[src/rtl/ats_pkg.sv]
// Constants, state codes and register layout of the conversion sequencer.
//
// Summary of operation
// - One bit picks software or hardware start.
// - Two-bit field picks pin, timer 0, timer 1.
// - Software enable starts conversion; store, interrupt.
// - Continuous repeats until enable cleared; one-shot stops.
// - Active flag sets when any conversion starts.
// - Software mode: config write restarts running conversion.
// - Pin trigger edge: rising, falling or both.
// - Hardware modes: enable only arms the converter.
// - Hardware modes: store, interrupt, then await trigger.
// - Active flag cleared while awaiting hardware trigger.
// - Trigger during conversion restarts it from start.
// - Pin mode: config write returns to trigger wait.
// - Timer mode starts on rising edge of match.
// - Timer mode: config write stops, awaits trigger.
// - Four operation modes from two-bit field.
// - Continuous select: repeat one channel, interrupt each.
// - Continuous scan: 0 to k, interrupt after last.
// - One-shot select: convert once, interrupt, stop.
// - One-shot scan: 0 to k once, interrupt, stop.
// - Channel field k; upper four bits read zero.
// - Result in upper ten bits; byte view too.
// - Compare gating of interrupt when compare enabled.
package ats_pkg;

    // Register byte addresses on the APB.
    localparam logic [11:0] ATS_OFS_MODE0 = 12'h000;
    localparam logic [11:0] ATS_OFS_MODE2 = 12'h004;
    localparam logic [11:0] ATS_OFS_CHSEL = 12'h008;
    localparam logic [11:0] ATS_OFS_PFM = 12'h00C;
    localparam logic [11:0] ATS_OFS_PFT = 12'h010;
    localparam logic [11:0] ATS_OFS_RES0 = 12'h040;
    localparam logic [11:0] ATS_OFS_RES15 = 12'h07C;

    // Field positions in the first mode register.
    localparam int ATS_M0_CE = 7;
    localparam int ATS_M0_EF = 6;
    localparam int ATS_M0_ETS_LO = 4;
    localparam int ATS_M0_MD_LO = 2;
    localparam int ATS_M0_TMD = 0;
    // Field positions in the compare mode register.
    localparam int ATS_PF_EN = 7;
    localparam int ATS_PF_LESS = 6;
    // Result field placement in the read word.
    localparam int ATS_RES_SHIFT = 6;
    localparam int ATS_RES_BYTE_LO = 16;

    // Reset values of the writable registers.
    localparam logic [7:0] ATS_RST_REG = 8'h00;

    // Writable bit masks of each register but the threshold, which takes all eight bits.
    localparam logic [7:0] ATS_MASK_MODE0 = 8'hBD;
    localparam logic [7:0] ATS_MASK_MODE2 = 8'h03;
    localparam logic [7:0] ATS_MASK_CHSEL = 8'h0F;
    localparam logic [7:0] ATS_MASK_PFM = 8'hC0;

    // Operation mode codes.
    localparam logic [1:0] ATS_MD_CONT_SEL = 2'h0;
    localparam logic [1:0] ATS_MD_CONT_SCAN = 2'h1;
    localparam logic [1:0] ATS_MD_ONE_SEL = 2'h2;
    localparam logic [1:0] ATS_MD_ONE_SCAN = 2'h3;
    // Hardware trigger source codes.
    localparam logic [1:0] ATS_HW_EXT = 2'h0;
    localparam logic [1:0] ATS_HW_TMR0 = 2'h2;
    localparam logic [1:0] ATS_HW_TMR1 = 2'h3;
    // Pin edge select codes.
    localparam logic [1:0] ATS_ETS_NONE = 2'h0;
    localparam logic [1:0] ATS_ETS_FALL = 2'h1;
    localparam logic [1:0] ATS_ETS_RISE = 2'h2;
    localparam logic [1:0] ATS_ETS_BOTH = 2'h3;

    // Sample time and the cycles it takes at 20 MHz.
    localparam int ATS_CLK_HZ = 20_000_000;
    localparam int ATS_SAMPLE_NS = 1000;
    localparam int ATS_SAMPLE_CYC =
        (ATS_SAMPLE_NS * (ATS_CLK_HZ / 1_000_000) + 999) / 1000;
    localparam logic [5:0] ATS_SAMPLE_LAST = 6'(ATS_SAMPLE_CYC - 1);

    // Sequencer states.
    typedef enum logic [1:0] {
        ATS_IDLE = 2'b00,
        ATS_WAIT = 2'b01,
        ATS_SAMPLE = 2'b10,
        ATS_CONV = 2'b11
    } ats_state_t;

endpackage

[src/rtl/ats_adc_trigger_sequencer.sv]
// Trigger selection, channel sequencing and successive approximation
// control of a 10-bit converter, with its APB register file.
//
// Decided for this implementation: register access over APB and the register offsets.
`timescale 1ns/1ps
module ats_adc_trigger_sequencer
    import ats_pkg::*;
(
    // Clock and reset.
    input wire logic clk,
    input wire logic resetn,
    // APB slave.
    input wire logic psel,
    input wire logic penable,
    input wire logic pwrite,
    input wire logic [11:0] paddr,
    input wire logic [31:0] pwdata,
    output logic [31:0] prdata,
    output logic pready,
    output logic pslverr,
    // Trigger sources.
    input wire logic ext_trigger_pin,
    input wire logic timer_match_req_0,
    input wire logic timer_match_req_1,
    // Analog front end: channel mux, sample switch, tap and comparator.
    output logic [3:0] analog_sel,
    output logic sample_en,
    output logic [9:0] dac_tap,
    input wire logic cmp_high,
    // Conversion end interrupt, one cycle pulse.
    output logic conv_done_irq
);

    // All state of the block in one record.
    typedef struct packed {
        logic [7:0] first_mode_reg;
        logic [7:0] second_mode_reg;
        logic [7:0] channel_select_reg;
        logic [7:0] compare_mode_reg;
        logic [7:0] compare_threshold_reg;
        logic [15:0][9:0] channel_result_reg;
        ats_state_t state;
        logic [3:0] cur_ch;
        logic [3:0] bit_idx;
        logic [9:0] sar;
        logic [5:0] cnt;
        logic ext_prev;
        logic tmr0_prev;
        logic tmr1_prev;
        logic irq;
        logic [31:0] rdata;
        logic err;
    } ats_regs_t;

    ats_regs_t s_q;
    ats_regs_t s_d;

    // Flags a byte address that hits one of the result registers.
    function automatic logic is_result(input logic [11:0] a);
        is_result = (a >= ATS_OFS_RES0) && (a <= ATS_OFS_RES15) &&
            (a[1:0] == 2'b00);
    endfunction

    // Decodes any address that the bus may touch.
    function automatic logic is_mapped(input logic [11:0] a);
        is_mapped = (a == ATS_OFS_MODE0) || (a == ATS_OFS_MODE2) ||
            (a == ATS_OFS_CHSEL) || (a == ATS_OFS_PFM) ||
            (a == ATS_OFS_PFT) || is_result(a);
    endfunction

    // Interrupt gate: compare the result byte with the threshold.
    function automatic logic pf_pass(input logic [7:0] pfm,
                                     input logic [7:0] pft,
                                     input logic [9:0] res);
        logic ge;
        ge = (res[9:2] >= pft);
        if (!pfm[ATS_PF_EN]) begin
            pf_pass = 1'b1;
        end else if (pfm[ATS_PF_LESS]) begin
            pf_pass = !ge;
        end else begin
            pf_pass = ge;
        end
    endfunction

    // Decoded configuration fields.
    logic ce;
    logic hw_mode;
    logic [1:0] op_mode;
    logic [1:0] edge_sel;
    logic [1:0] hw_sel;
    logic [3:0] last_ch;
    logic scan;
    logic continuous;

    // Bus qualifiers.
    logic setup_ph;
    logic wr_acc;
    logic cfg_wr;

    // Trigger detection and conversion step results.
    logic ext_rise;
    logic ext_fall;
    logic ext_evt;
    logic tmr_evt;
    logic trig_evt;
    logic [9:0] sar_bit;
    logic [9:0] sar_now;
    logic [3:0] first_ch;
    logic [7:0] wval;

    // Field decode of the stored configuration.
    always_comb begin
        ce = s_q.first_mode_reg[ATS_M0_CE];
        hw_mode = s_q.first_mode_reg[ATS_M0_TMD];
        op_mode = s_q.first_mode_reg[ATS_M0_MD_LO +: 2];
        edge_sel = s_q.first_mode_reg[ATS_M0_ETS_LO +: 2];
        hw_sel = s_q.second_mode_reg[1:0];
        last_ch = s_q.channel_select_reg[3:0];
        scan = (op_mode == ATS_MD_CONT_SCAN) ||
            (op_mode == ATS_MD_ONE_SCAN);
        continuous = (op_mode == ATS_MD_CONT_SEL) ||
            (op_mode == ATS_MD_CONT_SCAN);
        // Select modes convert k alone; scans begin at channel 0.
        first_ch = scan ? 4'h0 : last_ch;
    end

    // Bus phase decode; a write takes effect in the access phase.
    always_comb begin
        setup_ph = psel && !penable;
        wr_acc = psel && penable && pwrite;
        cfg_wr = wr_acc && ((paddr == ATS_OFS_MODE0) ||
            (paddr == ATS_OFS_MODE2) || (paddr == ATS_OFS_CHSEL) ||
            (paddr == ATS_OFS_PFM) || (paddr == ATS_OFS_PFT));
        wval = pwdata[7:0];
    end

    // Trigger events; the sources are sampled synchronously.
    always_comb begin
        ext_rise = ext_trigger_pin && !s_q.ext_prev;
        ext_fall = !ext_trigger_pin && s_q.ext_prev;
        case (edge_sel)
            ATS_ETS_RISE: ext_evt = ext_rise;
            ATS_ETS_FALL: ext_evt = ext_fall;
            ATS_ETS_BOTH: ext_evt = ext_rise || ext_fall;
            default: ext_evt = 1'b0;
        endcase
        case (hw_sel)
            ATS_HW_TMR0: tmr_evt = timer_match_req_0 && !s_q.tmr0_prev;
            ATS_HW_TMR1: tmr_evt = timer_match_req_1 && !s_q.tmr1_prev;
            default: tmr_evt = 1'b0;
        endcase
        if (hw_sel == ATS_HW_EXT) begin
            trig_evt = ext_evt;
        end else begin
            trig_evt = tmr_evt;
        end
        trig_evt = trig_evt && ce && hw_mode;
    end

    // Successive approximation step: keep or drop the trial bit.
    always_comb begin
        sar_bit = 10'h001 << s_q.bit_idx;
        if (cmp_high) begin
            sar_now = s_q.sar;
        end else begin
            sar_now = s_q.sar & ~sar_bit;
        end
    end

    // Next state of the whole block.
    always_comb begin
        s_d = s_q;
        s_d.irq = 1'b0;
        s_d.ext_prev = ext_trigger_pin;
        s_d.tmr0_prev = timer_match_req_0;
        s_d.tmr1_prev = timer_match_req_1;

        // Read data and error are captured in the setup cycle.
        if (setup_ph) begin
            s_d.err = !is_mapped(paddr);
            s_d.rdata = 32'h0000_0000;
            if (paddr == ATS_OFS_MODE0) begin
                s_d.rdata[7:0] = s_q.first_mode_reg;
                s_d.rdata[ATS_M0_EF] = (s_q.state == ATS_SAMPLE) ||
                    (s_q.state == ATS_CONV);
            end else if (paddr == ATS_OFS_MODE2) begin
                s_d.rdata[7:0] = s_q.second_mode_reg;
            end else if (paddr == ATS_OFS_CHSEL) begin
                s_d.rdata[7:0] = s_q.channel_select_reg;
            end else if (paddr == ATS_OFS_PFM) begin
                s_d.rdata[7:0] = s_q.compare_mode_reg;
            end else if (paddr == ATS_OFS_PFT) begin
                s_d.rdata[7:0] = s_q.compare_threshold_reg;
            end else if (is_result(paddr)) begin
                // Ten bits high in the halfword, top byte as its own view.
                s_d.rdata[15:ATS_RES_SHIFT] =
                    s_q.channel_result_reg[paddr[5:2]];
                s_d.rdata[ATS_RES_BYTE_LO +: 8] =
                    s_q.channel_result_reg[paddr[5:2]][9:2];
            end
        end

        // Register writes; the status flag is not writable.
        if (wr_acc) begin
            case (paddr)
                ATS_OFS_MODE0: s_d.first_mode_reg = wval & ATS_MASK_MODE0;
                ATS_OFS_MODE2: s_d.second_mode_reg = wval & ATS_MASK_MODE2;
                ATS_OFS_CHSEL: s_d.channel_select_reg = wval & ATS_MASK_CHSEL;
                ATS_OFS_PFM: s_d.compare_mode_reg = wval & ATS_MASK_PFM;
                ATS_OFS_PFT: s_d.compare_threshold_reg = wval;
                default: ;
            endcase
        end

        // Sequencer.
        case (s_q.state)
            ATS_IDLE: begin
                s_d.cnt = 6'h00;
            end
            ATS_WAIT: begin
                s_d.cnt = 6'h00;
            end
            ATS_SAMPLE: begin
                if (s_q.cnt == ATS_SAMPLE_LAST) begin
                    s_d.state = ATS_CONV;
                    s_d.bit_idx = 4'd9;
                    s_d.sar = 10'h200;
                    s_d.cnt = 6'h00;
                end else begin
                    s_d.cnt = s_q.cnt + 6'h01;
                end
            end
            ATS_CONV: begin
                if (s_q.bit_idx != 4'd0) begin
                    // Keep this bit as decided, try the next one.
                    s_d.sar = sar_now | (sar_bit >> 1);
                    s_d.bit_idx = s_q.bit_idx - 4'd1;
                end else begin
                    // Last bit decided: store and move on.
                    s_d.channel_result_reg[s_q.cur_ch] = sar_now;
                    if (scan && (s_q.cur_ch != last_ch)) begin
                        // Compare mode in a scan judges channel 0 only.
                        if (s_q.cur_ch == 4'h0 &&
                            s_q.compare_mode_reg[ATS_PF_EN]) begin
                            s_d.irq = pf_pass(s_q.compare_mode_reg,
                                s_q.compare_threshold_reg, sar_now);
                        end
                        s_d.cur_ch = s_q.cur_ch + 4'h1;
                        s_d.state = ATS_SAMPLE;
                    end else begin
                        // End of the pass: select or last scan channel.
                        if (!s_q.compare_mode_reg[ATS_PF_EN]) begin
                            s_d.irq = 1'b1;
                        end else if (!scan || last_ch == 4'h0) begin
                            s_d.irq = pf_pass(s_q.compare_mode_reg,
                                s_q.compare_threshold_reg, sar_now);
                        end
                        if (hw_mode) begin
                            s_d.state = ATS_WAIT;
                        end else if (continuous) begin
                            s_d.cur_ch = first_ch;
                            s_d.state = ATS_SAMPLE;
                        end else begin
                            s_d.state = ATS_IDLE;
                        end
                    end
                end
            end
            default: begin
                s_d.state = ATS_IDLE;
            end
        endcase

        // A hardware trigger starts or restarts a pass from the top.
        if (trig_evt && s_q.state != ATS_IDLE) begin
            s_d.state = ATS_SAMPLE;
            s_d.cur_ch = first_ch;
            s_d.cnt = 6'h00;
        end

        // Configuration writes override the sequencer this cycle.
        if (cfg_wr) begin
            if (!s_d.first_mode_reg[ATS_M0_CE]) begin
                // Results are left as they were.
                s_d.state = ATS_IDLE;
            end else if (s_d.first_mode_reg[ATS_M0_TMD]) begin
                // Hardware modes fall back to the trigger wait.
                if (!ce || s_q.state != ATS_WAIT || !trig_evt) begin
                    s_d.state = ATS_WAIT;
                end
            end else if (!ce || s_q.state == ATS_SAMPLE ||
                         s_q.state == ATS_CONV || hw_mode) begin
                // Software mode starts, or restarts a running pass.
                s_d.state = ATS_SAMPLE;
                s_d.cur_ch = (s_d.first_mode_reg[ATS_M0_MD_LO] ?
                    4'h0 : s_d.channel_select_reg[3:0]);
                s_d.cnt = 6'h00;
            end
        end
    end

    // One register stage for all state.
    always_ff @(posedge clk or negedge resetn) begin
        if (!resetn) begin
            s_q <= '0;
            s_q.first_mode_reg <= ATS_RST_REG;
            s_q.second_mode_reg <= ATS_RST_REG;
            s_q.channel_select_reg <= ATS_RST_REG;
            s_q.compare_mode_reg <= ATS_RST_REG;
            s_q.compare_threshold_reg <= ATS_RST_REG;
            s_q.state <= ATS_IDLE;
        end else begin
            s_q <= s_d;
        end
    end

    // Outputs. The slave never inserts wait states.
    always_comb begin
        prdata = s_q.rdata;
        pready = 1'b1;
        pslverr = psel && penable && s_q.err;
        analog_sel = s_q.cur_ch;
        sample_en = (s_q.state == ATS_SAMPLE);
        dac_tap = s_q.sar;
        conv_done_irq = s_q.irq;
    end

endmodule

[config.mk]
export PLATFORM = sky130hd
export DESIGN_NAME = ats_adc_trigger_sequencer
export DESIGN_NICKNAME = d
export VERILOG_FILES = /design/src/rtl/ats_pkg.sv /design/src/rtl/ats_adc_trigger_sequencer.sv
export SDC_FILE = /design/constraint.sdc
export NUM_CORES = 1
export LEC_CHECK = 0
export ABC_AREA = 0
export BUFFER_PORTS_ARGS = -buffer_cell sky130_fd_sc_hd__buf_2
export CAP_MARGIN = 20
export CELL_PAD_IN_SITES_DETAIL_PLACEMENT = 0
export CELL_PAD_IN_SITES_GLOBAL_PLACEMENT = 1
export CORE_MARGIN = 5
export CORE_UTILIZATION = 43
export DETAILED_ROUTE_END_ITERATION = 8
export PLACE_DENSITY_LB_ADDON = 0.05
export SKIP_CTS_REPAIR_TIMING = 1
export SYNTH_ARGS = -nofsm -noshare
export SYNTH_HDL_FRONTEND = slang
export SYNTH_SLANG_ARGS = --single-unit
[constraint.sdc]
create_clock -name clk -period 2.77 [get_ports clk]
set_clock_uncertainty 0.1 [all_clocks]
set_input_delay 0.1385 -clock clk [delete_from_list [all_inputs] [get_ports clk]]
set_output_delay 0.1385 -clock clk [all_outputs]
set_load 0.01 [all_outputs]
==> impl_metrics.py <==
metrics = {
    "job": {
        "max-cap-violations": 0,
    },
    "yosys": {
        "synth_top_family_by_area": "simple AND/OR/NAND/NOR gates",
        "ys.flop_type": "dfrtp_1",
        "synth_edf_count": 0,
        "yosys.area_share.simple_pct": 14.6,
        "ys_warn_count": 0,
        "synthAdderAreaFrac_pct": 2.22,
        "synthCells": 1102,
        "ys_types": 64,
        "synthXorXnorAreaFrac_pct": 0.465,
        "async_flop_share_pct": 100,
        "syn-cell-area_um2": 11300,
        "syn_area_per_cell_um2": 10.2,
        "synthMuxAreaShare_pct": 11.5,
        "ys_seq_area_share_pct": 50.8,
        "synth_compound_area_share_pct": 13.9,
        "ys_ff_latch": 229,
    },
    "floorplanning": {
        "rows": 59,
        "start_util_pct": 43.4,
        "die_area_um2": 29600,
        "io_pins": 103,
        "die_h_um": 172,
        "coreArea_um2": 26000,
        "die_w_um": 172,
    },
    "global_routing": {
        "antenna_found_initial": 1,
        "grt_usage_pct": 20.0,
        "grt_max_degree": 81,
        "grt_pass1_wl_mm": 46.4,
        "grt_pass1_vias": 7927,
        "grt_overflow": 0,
    },
    "power": {
        "pwr-share-comb_pct": 24.1,
        "p_sw_mw": 3.18,
        "ir_worst_vdd_mv": 0.483,
        "switching_share_pct": 31.8,
        "p_total_mw": 10.0,
        "p_seq_share_pct": 42.2,
        "clkPwrFrac_pct": 33.7,
        "leakage_nw": 5.94,
        "power.internal_mw": 6.81,
        "powerDensity_nw_per_um2": 777,
    },
    "layout": {
        "antenna_cells": 0,
        "final_nets": 1224,
        "area_delta_synth_final_pct": 14.0,
        "drive_above_1_share_pct": 20.7,
    },
    "sta": {
        "hold_viol_final": 0,
        "maxSlewHeadroom_pct": 43.7,
        "worstMarginPinSlew_ps": 844,
        "layout_min_cycle_time_ps": 2700,
        "setup_viol": 0,
        "slew_violations": 0,
        "grt_setup_unrepaired": "yes",
        "fmax_mhz": 370,
        "min_period_over_period_pct": 97.6,
        "finalSetupTns_ps": 0,
    },
    "worst_setup_path": {
        "critPathRequiredTime_ps": 3050,
        "path_cells": "inv_1, ha_1, buf_4, nand3_1, nor3_1, nand2_1, nand2_1, o21ai_0",
        "slowest_stage": "nand2_1",
        "cpMostUsedCell": "nand2_1",
        "startpoint": "s_q[53]",
        "cp.arrival_ps": 2980,
        "critical_path_class": "reg -> reg",
        "start_kind": "flop",
        "critical-path-max-stage-delay_ps": 600,
        "worstSetupEndpointType": "flop",
        "reg2reg_from": "s_q[53]",
        "crit_path_max_fanout": 20,
    },
    "hold_path": {
        "hp-class": "in -> reg",
        "min_from": "penable",
    },
    "route": {
        "vias_per_cell": 5.33,
        "vias": 8022,
        "wire_per_inst_um": 19.4,
        "drt_iter0_markers": 477,
        "dr.pass1.iters": 5,
        "totalWireLength_mm": 29.2,
        "ant_nets": 0,
        "drc": 0,
    },
    "clock_tree": {
        "clk_latency_ps": 530,
        "clk_pin_slew_ps": 60,
        "cts.path.max_buffers": 3,
        "cts_num_sinks": 229,
        "numCtsBuffers": 26,
        "tritoncts": "yes",
        "htreeDepth": 1,
        "cts_root_buf": "clkbuf_16",
    },
    "status": {
        "status": "completed",
    },
    "placement": {
        "gp_congestion": 0.831,
        "numPortBuffers": 69,
        "dp_hpwl_mm": 20.0,
    },
}
==> flip-flops by register name, summed over array words and instances (netlist names), 2 cells and up <==
name        count
op_mode         2
dac_tap        10
s_q           186
prdata         16
edge_sel        2
last_ch         4
analog_sel      4
hw_sel          2
==> synth_stat cells, types with 14 or more instances <==
library cell	count	area [µm²]
a21oi_1	19	95.1
mux4_2	50	1130
nand3_1	25	125
nand2_1	231	867
mux2_2	14	158
buf_4	47	353
ha_1	20	250
clkbuf_1	57	214
o21ai_0	179	896
nor2_1	39	146
dfrtp_1	229	5730
inv_1	30	113
==> power by group through the flow <==
| stage | Clock [mW] | Sequential, mW | Combinational [mW] |
|---|---|---|---|
| finish | 3.37 | 4.21 | 2.41 |
| global route | 3.59 | 4.28 | 2.70 |
| CTS | 3.45 | 4.21 | 2.43 |
| detailed placement | 0 | 4.27 | 2.42 |
| global placement | 0 | 4.25 | 2.39 |
| floorplan | 0 | 4.15 | 1.63 |
==> final cells by class <==
cell class / count / area (µm²)
clock inverters: 5 / 63.8
flip-flops and latches: 229 / 5730
repair buffers: 132 / 898
clock buffers: 41 / 777
inverters: 30 / 113
fillers: 2443 / 13100
well taps: 335 / 419
multi-input cells: 732 / 4860
==> worst max-delay path: cells and delay by family, from the launching register on <==
kind / cells / cell delay (ps)
compound gates: 1 / 100
fa+ha+maj: 1 / 190
buf+inv: 2 / 280
flops: 1 / 430
simple gates: 4 / 1460
==> through the flow <==
stage	worst slack, ps	hold slack [ps]	instance area [µm²]	util [%]	instances
finish	66.8	10.2	12900	49.5	1504
global route	-167	35.0	12900	49.5	1504
CTS	56.3	-484	12700	49.0	1491
detailed placement	32.4	72.2	11900	45.8	1445
global placement	96.2	75.3	11900	45.8	1445
floorplan	30.2	-257	11300	-	1109
==> cells in the final DEF (no fill, tap or decap), drive strengths merged, types with 8 or more instances in the layout <==
master	instances
nand2	232
dfrtp	229
o21ai	191
buf	120
mux4	50
clkbuf	41
nor2	39
inv	30
nand3	25
ha	20
a21oi	19
mux2	14
nand2b	12
dlygate4sd3	12
nor2b	9
conb	9
a22o	8
==> per-layer routing <==
| layer | GRT usage (%) | part of all wire, % | vias up |
|---|---|---|---|
| met2 | 30.1 | 43 | 157 |
| met4 | 3.28 | 1.2 | 0 |
| li1 | - | - | 3910 |
| met5 | 0 | 0 | - |
| met3 | 2.49 | 4.8 | 32 |
| met1 | 31.6 | 51 | 3923 |
==> path summary, 6_finish.rpt <==
| path | endpoint | cells past startpoint | slack [ps] |
|---|---|---|---|
| max | s_q[63] | 8 | 70 |
| min | prdata[18] | 5 | 10 |
| max reg2reg | s_q[63] | 8 | 70 |
| min reg2reg | s_q[129] | 2 | 370 |
| max in group asynchronous | s_q[198] | 3 | 1550 |
| min in group asynchronous | s_q[36] | 2 | 80 |
==> kinds of logic after synthesis <==
kind of cell,Yosys count
simple gates,364
compound gates,268
mux,65
buf+inv,148
fa+ha+maj,20
flops,229
other cells,2
xor+xnor,6
No activity file was read; power rests on OpenSTA's default activity.
